===== src/hw/dlis_map.vh =====
// Purpose: Constants for the link initiator status block
// Assumes: Register port with 8-bit data, byte offsets
// Notes: Offsets other than the error status register are local choices
`ifndef DLIS_MAP_VH
`define DLIS_MAP_VH
`define DLIS_OFF_TIMEOUT_CTL 8'hd9
`define DLIS_OFF_ERR_STAT 8'hda
`define DLIS_OFF_BUSY_STAT 8'hdb
`define DLIS_OFF_REC_HI 8'hdc
`define DLIS_OFF_REC_LO 8'hdd
`define DLIS_OFF_MODE 8'hd8
`define DLIS_BIT_ERROR_SUMMARY_FLAG 7
`define DLIS_BIT_ACKERR 6
`define DLIS_BIT_CANCEL 5
`define DLIS_BIT_TIMEOUT 4
`define DLIS_BIT_TGTERR 3
`define DLIS_BIT_PARERR 2
`define DLIS_BIT_IRQEN 7
`define DLIS_BIT_IRQMIR 7
`define DLIS_BIT_BUSY 6
`define DLIS_BIT_LOCK 0
`define DLIS_BIT_SPECIAL 1
`define DLIS_RST_BYTE 8'h00
`define DLIS_RST_LIMIT 4'h0
`endif


===== src/hw/dlis_top.v =====
// Purpose: Status, timeout and transaction record of a die-to-die link initiator
// Assumes: Transaction sequencer supplies start/last/ack pulses on sys_clk
// Notes: Link clock and pins are sampled by sys_clk through two flip-flops
//
// Operation
// - Count link clock cycles after last transfer; timeout when count exceeds limit.
// - Timeout limit writes only once after enable in normal mode; always in special.
// - Limit zero: acknowledge must come in the cycle right after the last transfer.
// - Nonzero limit: up to that many wait states allowed before timeout.
// - Error summary flag set by any error; drives unmaskable error interrupt.
// - Writing one clears the error summary flag; zero leaves it.
// - Ack wire error set when any data lane in data_lanes_used (data bits 3:0) is low at acknowledge.
// - Cancel flag set when a request is replaced by idle while error pending.
// - Timeout error flag set on acknowledge timeout.
// - Target error flag set when target error signal high at acknowledge.
// - Parity error flag set on parity mismatch at acknowledge.
// - Received parity bits shown in status bits 1 and 0.
// - Specific error flags clear only with the summary flag clear.
// - Interrupt mirror bit follows the target interrupt line level.
// - Busy bit is one during a transaction, zero when idle.
// - Transaction record loads at the start of each new transaction.
// - Record bit 15 holds direction, one for read.
// - Record bit 14 is one for eight-bit data.
// - Record bit 12 is one for non-blocking mode.
// - Control bit 7 enables the external interrupt request.
// - While summary flag set, records freeze and requests become idle.
// - Record low byte holds the window-relative address.
// - Timeout sets summary and timeout flags together.
`timescale 1ns/1ps
`include "dlis_map.vh"
module dlis_top (
	// Clock, reset, enable
	input wire sys_clk,
	input wire rst,
	input wire clk_en,
	// Register port
	input wire [7:0] reg_addr,
	input wire [7:0] reg_wdata,
	input wire reg_wr,
	input wire reg_rd,
	output reg [7:0] reg_rdata_reg,
	// Link pins
	input wire link_clock,
	input wire [7:0] link_data_in,
	input wire [1:0] link_parity_in,
	input wire link_target_err,
	input wire target_irq_line,
	// Sequencer
	input wire xfer_req,
	input wire xfer_read,
	input wire xfer_byte,
	input wire xfer_xfer_nonblocking,
	input wire [7:0] xfer_addr,
	input wire xfer_last,
	input wire [3:0] data_lanes_used,
	input wire [1:0] expected_parity,
	input wire ack_seen,
	output reg xfer_go_reg,
	output reg xfer_done_reg,
	// Interrupts to processor
	output reg link_error_irq_reg,
	output reg ext_irq_req_reg
);
	localparam ST_IDLE = 3'b001;
	localparam ST_XFER = 3'b010;
	localparam ST_WAIT = 3'b100;

	reg [2:0] state_reg;
	reg [2:0] state_next;
	reg [1:0] lclk_sync_reg;
	reg lclk_prev_reg;
	reg [1:0] irq_sync_reg;
	reg [1:0] err_sync_reg;
	reg [7:0] data_s1_reg;
	reg [7:0] data_s2_reg;
	reg [1:0] par_s1_reg;
	reg [1:0] par_s2_reg;
	reg [3:0] ack_wait_limit_reg;
	reg ext_irq_enable_reg;
	reg limit_locked_reg;
	reg special_mode_reg;
	reg link_enabled_reg;
	reg error_summary_flag_reg;
	reg ack_wire_error_flag_reg;
	reg cancel_flag_reg;
	reg timeout_error_flag_reg;
	reg target_error_flag_reg;
	reg parity_error_flag_reg;
	reg rx_parity_hi_reg;
	reg rx_parity_lo_reg;
	reg [15:0] record_reg;
	reg [4:0] wait_cnt_reg;
	wire lclk_rise;
	wire clr_err;
	wire timeout_hit;
	wire ack_now;
	wire ack_wire_bad;
	wire par_bad;
	wire tgt_bad;
	wire any_err;

	function is_reg_hit;
		input [7:0] a;
		input [7:0] off;
		is_reg_hit = (a == off);
	endfunction

	////////////////////////////////////////////////////////////////////////
	// Pin synchronisers; first stage feeds only the second
	always @(posedge sys_clk) begin
		if (rst) begin
			lclk_sync_reg <= 2'h0;
			lclk_prev_reg <= 1'b0;
			irq_sync_reg <= 2'h0;
			err_sync_reg <= 2'h0;
			data_s1_reg <= 8'h00;
			data_s2_reg <= 8'h00;
			par_s1_reg <= 2'h0;
			par_s2_reg <= 2'h0;
		end else if (clk_en) begin
			lclk_sync_reg <= {lclk_sync_reg[0], link_clock};
			lclk_prev_reg <= lclk_sync_reg[1];
			irq_sync_reg <= {irq_sync_reg[0], target_irq_line};
			err_sync_reg <= {err_sync_reg[0], link_target_err};
			data_s1_reg <= link_data_in;
			data_s2_reg <= data_s1_reg;
			par_s1_reg <= link_parity_in;
			par_s2_reg <= par_s1_reg;
		end
	end

	assign lclk_rise = lclk_sync_reg[1] & ~lclk_prev_reg;
	assign clr_err = reg_wr & is_reg_hit(reg_addr, `DLIS_OFF_ERR_STAT)
		& reg_wdata[`DLIS_BIT_ERROR_SUMMARY_FLAG];
	// Wait count exceeds limit: zero limit leaves no wait cycle
	assign timeout_hit = (state_reg == ST_WAIT) & lclk_rise & ~ack_seen
		& (wait_cnt_reg > {1'b0, ack_wait_limit_reg});
	assign ack_now = (state_reg == ST_WAIT) & ack_seen;
	// Only the lanes in use must read high; narrow links leave upper pins open
	assign ack_wire_bad = ack_now & ((data_s2_reg[3:0] & data_lanes_used)
		!= data_lanes_used);
	assign par_bad = ack_now & (par_s2_reg != expected_parity);
	assign tgt_bad = ack_now & err_sync_reg[1];
	assign any_err = timeout_hit | ack_wire_bad | par_bad | tgt_bad;

	////////////////////////////////////////////////////////////////////////
	// Transaction state
	always @* begin
		state_next = state_reg;
		case (state_reg)
			ST_IDLE: begin
				if (xfer_req & ~error_summary_flag_reg & link_enabled_reg)
					state_next = ST_XFER;
			end
			ST_XFER: begin
				if (xfer_last)
					state_next = ST_WAIT;
			end
			ST_WAIT: begin
				if (ack_seen | timeout_hit)
					state_next = ST_IDLE;
			end
			default: state_next = ST_IDLE;
		endcase
	end

	always @(posedge sys_clk) begin
		if (rst) begin
			state_reg <= ST_IDLE;
			wait_cnt_reg <= 5'h00;
			xfer_go_reg <= 1'b0;
			xfer_done_reg <= 1'b0;
			record_reg <= 16'h0000;
		end else if (clk_en) begin
			state_reg <= state_next;
			xfer_go_reg <= (state_reg == ST_IDLE) & (state_next == ST_XFER);
			xfer_done_reg <= (state_reg == ST_WAIT) & (state_next == ST_IDLE);
			if (state_reg != ST_WAIT)
				wait_cnt_reg <= 5'h00;
			else if (lclk_rise & (wait_cnt_reg != 5'h1f))
				wait_cnt_reg <= wait_cnt_reg + 5'h01;
			// Record frozen while an error is pending
			if ((state_reg == ST_IDLE) & (state_next == ST_XFER))
				record_reg <= {xfer_read, xfer_byte, 1'b0, xfer_xfer_nonblocking,
					4'h0, xfer_addr};
		end
	end

	////////////////////////////////////////////////////////////////////////
	// Control registers
	always @(posedge sys_clk) begin
		if (rst) begin
			ack_wait_limit_reg <= `DLIS_RST_LIMIT;
			ext_irq_enable_reg <= 1'b0;
			limit_locked_reg <= 1'b0;
			special_mode_reg <= 1'b0;
			link_enabled_reg <= 1'b0;
		end else if (clk_en) begin
			if (reg_wr & is_reg_hit(reg_addr, `DLIS_OFF_MODE)) begin
				link_enabled_reg <= link_enabled_reg | reg_wdata[`DLIS_BIT_LOCK];
				special_mode_reg <= reg_wdata[`DLIS_BIT_SPECIAL];
			end
			if (reg_wr & is_reg_hit(reg_addr, `DLIS_OFF_TIMEOUT_CTL)) begin
				ext_irq_enable_reg <= reg_wdata[`DLIS_BIT_IRQEN];
				// First write after enable sticks in normal mode
				if (~limit_locked_reg | special_mode_reg) begin
					ack_wait_limit_reg <= reg_wdata[3:0];
					if (link_enabled_reg)
						limit_locked_reg <= 1'b1;
				end
			end
		end
	end

	////////////////////////////////////////////////////////////////////////
	// Error flags: a new error in the clear cycle wins
	always @(posedge sys_clk) begin
		if (rst) begin
			error_summary_flag_reg <= 1'b0;
			ack_wire_error_flag_reg <= 1'b0;
			cancel_flag_reg <= 1'b0;
			timeout_error_flag_reg <= 1'b0;
			target_error_flag_reg <= 1'b0;
			parity_error_flag_reg <= 1'b0;
			rx_parity_hi_reg <= 1'b0;
			rx_parity_lo_reg <= 1'b0;
		end else if (clk_en) begin
			if (clr_err) begin
				error_summary_flag_reg <= 1'b0;
				ack_wire_error_flag_reg <= 1'b0;
				cancel_flag_reg <= 1'b0;
				timeout_error_flag_reg <= 1'b0;
				target_error_flag_reg <= 1'b0;
				parity_error_flag_reg <= 1'b0;
			end
			if (any_err)
				error_summary_flag_reg <= 1'b1;
			if (ack_wire_bad)
				ack_wire_error_flag_reg <= 1'b1;
			if (timeout_hit)
				timeout_error_flag_reg <= 1'b1;
			if (tgt_bad)
				target_error_flag_reg <= 1'b1;
			if (par_bad)
				parity_error_flag_reg <= 1'b1;
			// Dropped request shows as cancel
			if ((state_reg == ST_IDLE) & xfer_req & error_summary_flag_reg) begin
				cancel_flag_reg <= 1'b1;
				error_summary_flag_reg <= 1'b1;
			end
			if (ack_now) begin
				rx_parity_hi_reg <= par_s2_reg[1];
				rx_parity_lo_reg <= par_s2_reg[0];
			end
		end
	end

	////////////////////////////////////////////////////////////////////////
	// Read port and interrupt outputs
	always @(posedge sys_clk) begin
		if (rst) begin
			reg_rdata_reg <= `DLIS_RST_BYTE;
			link_error_irq_reg <= 1'b0;
			ext_irq_req_reg <= 1'b0;
		end else if (clk_en) begin
			link_error_irq_reg <= error_summary_flag_reg;
			ext_irq_req_reg <= ext_irq_enable_reg & irq_sync_reg[1];
			reg_rdata_reg <= `DLIS_RST_BYTE;
			if (reg_rd) begin
				case (reg_addr)
					`DLIS_OFF_TIMEOUT_CTL:
						reg_rdata_reg <= {ext_irq_enable_reg, 3'h0, ack_wait_limit_reg};
					`DLIS_OFF_ERR_STAT:
						reg_rdata_reg <= {error_summary_flag_reg, ack_wire_error_flag_reg,
							cancel_flag_reg, timeout_error_flag_reg,
							target_error_flag_reg, parity_error_flag_reg,
							rx_parity_hi_reg, rx_parity_lo_reg};
					`DLIS_OFF_BUSY_STAT:
						reg_rdata_reg <= {irq_sync_reg[1],
							(state_reg != ST_IDLE), 6'h00};
					`DLIS_OFF_REC_HI: reg_rdata_reg <= record_reg[15:8];
					`DLIS_OFF_REC_LO: reg_rdata_reg <= record_reg[7:0];
					`DLIS_OFF_MODE:
						reg_rdata_reg <= {6'h00, special_mode_reg, link_enabled_reg};
					default: reg_rdata_reg <= `DLIS_RST_BYTE;
				endcase
			end
		end
	end
endmodule // dlis_top


===== config.mk =====
export PLATFORM = sky130hd
export DESIGN_NAME = dlis_top
export DESIGN_NICKNAME = d
export VERILOG_FILES = /design/src/hw/dlis_top.v
export VERILOG_INCLUDE_DIRS = /design/src /design/src/hw
export SDC_FILE = /design/constraint.sdc
export NUM_CORES = 1
export LEC_CHECK = 0
export ABC_AREA = 1
export BUFFER_PORTS_ARGS = -buffer_cell sky130_fd_sc_hd__buf_2
export CAP_MARGIN = 20
export CORE_UTILIZATION = 49
export DETAILED_ROUTE_END_ITERATION = 8
export GPL_ROUTABILITY_DRIVEN = 1
export PLACE_DENSITY = 0.84
export SYNTH_ARGS = -nofsm -noshare
export SYNTH_HDL_FRONTEND = slang
export SYNTH_SLANG_ARGS = --single-unit

===== constraint.sdc =====
create_clock -name sys_clk -period 1.5 [get_ports sys_clk]
set_input_delay 0.3 -clock sys_clk [delete_from_list [all_inputs] [get_ports sys_clk]]
set_output_delay 0.3 -clock sys_clk [all_outputs]
set_load 0.03 [all_outputs]

==> metrics.txt <==
status=finished, violations left; failing checks=setup timing; crit path kind=reg -> reg; class of the worst hold path=in -> reg; sw frac=22.87%; syn_area_per_cell=7.199 µm²; H-tree depth=3; CORE AREA=5991 µm²; Num CTS Buffers=9; relative slew slack=74.47%; kind of cell adding the most delay to the critical path=simple AND/OR/NAND/NOR gates; Combinational Power Share=8.7%; RePlAce Congestion=0.9210; post-DP HPWL=5138 µm; Setup crit start=wait_cnt_reg[1]$_SDFFE_PP0P_; clock tree from TritonCTS=yes; filler cell count=479; Die W=81.48 µm; leading area contributor after synthesis=dfxtp_1; commonest cells after routing, fill and taps aside=60 x nand2_1, 60 x dfxtp_1, 58 x buf_2; Setup WS post-layout=-189.7 ps; DR iter-0 viols=229; Die ar.=6639 µm²; grt total ovfl=0; largest net degree at the start of global routing=38; Layout Utilization=67.04%; simple-gate share of the synthesized area=28.90%; clock share of power=48.2%; CP max stage delay=370 ps; register area share after synthesis=42.68%; FMAX=591.8 MHz; CTS max path bufs=2; WL/cell=13.52 µm; post-route cell area=4016 µm²; PortBufs=58; yosys warns=0; setup TNS=-426.7 ps; post-synthesis compound-gate area fraction=16.33%; Tot Pwr=4239 µW; Synth area leaders=dfxtp_1 43%, nand2_1 8.0%, nor2_1 7.3%; cell row count=28; Worst path slowest cell=dfxtp_4; Slew Viols, Final=0; Syn Inst Count=430; mux cell area share after synthesis=0%; P&R area growth vs syn=29.75%; # DRC=0; share of layout cells above drive strength 1=30.26%; actual slew at the worst max-slew pin=381.7 ps; synthesized area=3095 µm²; diodes inserted=0; number of nets in the layout=564; Hold Worst Slack=167.7 ps; pwr/cell area=1055 nW/µm²; Crit. End Element=flop; largest family of logic cells by synthesized area=simple AND/OR/NAND/NOR gates; Detailed Route WL=7897 µm; end of the worst register-to-register path=wait_cnt_reg[3]$_SDFFE_PP0P_; post-route ant nets=0; clock slew at reported path FFs=80 ps; RSZ-0062 raised after global routing=yes; Critical Path RT=1730 ps; detailed-route via count=3080; top cell type's share of synthesized area=42.68%; sequential share of power=43.1%; Tmin final=1690 ps; Vert. Die Dim=81.48 µm; CP cell instances=ha_4 > nand2_4 > nor2_4 > ha_2 > nor2_2 > nand3_2 > nand2_2 > nand4_1 > o21ai_1 > a21oi_1; clk_skew=9.380 ps; worst r2r src=wait_cnt_reg[1]$_SDFFE_PP0P_; Leakage=0.001770 µW; post-DR vias/cell=5.274; Tcrit/Tclk final=112.6%; xor/xnor share of the synthesized area=0.5659%; Starting Density=51.67%; crit path to=wait_cnt_reg[3]$_SDFFE_PP0P_; router iterations before antenna repair=4; Netlist cell types=32; CP Depth=10; Post-Synth Adder-Cell Area=2.425%; Sink Count=66; clk_lat worst skew=350 ps; Ports=66; initial antenna violation count=0; Root Driver=clkbuf_8; max FFs per register=11; critical path arrival=1920 ps; final count of hold timing violations=0; number of max-cap violations=0; r2r setup slk=-190 ps; Total GRT Usage=24.57%; CP Buf/Inv Count=0; Placed Area=3551 µm²; post-synthesis net count=490; Peak VDD IR=0.7149 mV; CP startpoint kind=flop; Psw=969.6 µW; global-route wire length before repair=12340 µm; internal power=3269 µW; CP Max Fanout=5; reg2reg path depth=10; flops & latches, synth=66; vias in the first global route=2810; Final Setup Violations=7
==> layout make-up <==
cell class | instances | area [µm²] | share of cell area, %
Tap cell | 75 | 93.84 | 2.336
Timing Repair Buffer | 81 | 508.0 | 12.65
Inverter | 48 | 180.2 | 4.486
Clock inverter | 6 | 137.6 | 3.427
Sequential cell | 66 | 1331 | 33.15
Clock buffer | 10 | 137.6 | 3.427
Multi-Input combinational cell | 298 | 1628 | 40.53
==> logic make-up after synthesis <==
group / after synthesis
flops: 66
simple gates: 194
xor+xnor: 2
buf+inv: 66
fa+ha+maj: 6
compound gates: 96
==> timing repair <==
item | CTS | global route
endpoints found under the setup margin | 8 | 19
pin swaps | 11 | 5
buffers inserted | 3 | 2
gates resized for setup | 21 | 19
hold buffers | 0 | 0
==> synth_stat cells (all sizes together) <==
master   n
o211ai   1
a21oi   43
nor2    65
dfxtp   66
a31oi    1
ha       6
or2      1
nand3   47
inv     48
nor3     5
xor2     2
clkbuf   7
and2     1
buf     11
o21ai   50
nand2   68
o221a    1
nand4    7
==> stage by stage <==
stage / setup slack (ps) / std cells
global placement: -28.69 / 563
finish: -189.7 / 584
detailed placement: -94.41 / 563
CTS: -30.73 / 582
global route: -254.3 / 584
floorplan: 12.92 / 430
==> routing by layer <==
metal  share of wire [%]  routed length, µm  GRT usage, %
met2                  46               3645         39.33
met1                  42               3344         30.25
met3                 7.8                618         5.556
met5                   0                  0             0
met4                 3.7                290         14.11
==> power groups by stage <==
stage	clock network (µW)	logic, µW	registers (µW)
floorplan	0	190	1870
global placement	0	331	1860
detailed placement	0	340	1860
CTS	2060	354	1830
global route	2130	409	1830
finish	2040	368	1830
==> worst reg2reg max path, delay by kind of cell, from the launching register on <==
family	cells	cell delay (ps)
AOI/OAI and AO/OA	2	270
adders and majority gates	2	340
DFF	1	370
and+or+nand+nor	6	600
==> worst min-delay path by stage <==
stage | startpoint | end | slack (ps) | cells past startpoint
after detailed placement | record_reg[15]$_SDFFE_PP0P_ | record_reg[15]$_SDFFE_PP0P_ | 440 | 2
final | link_data_in[1] | data_s1_reg[1]$_SDFFE_PP0P_ | 170 | 3
after CTS | link_target_err | err_sync_reg[0]$_SDFFE_PP0P_ | 160 | 3
after global routing | link_parity_in[1] | par_s1_reg[1]$_SDFFE_PP0P_ | 170 | 3
after floorplan | record_reg[2]$_SDFFE_PP0P_ | record_reg[2]$_SDFFE_PP0P_ | 420 | 2
after global placement | record_reg[3]$_SDFFE_PP0P_ | record_reg[3]$_SDFFE_PP0P_ | 440 | 2
(Power assumes the default switching activity.)
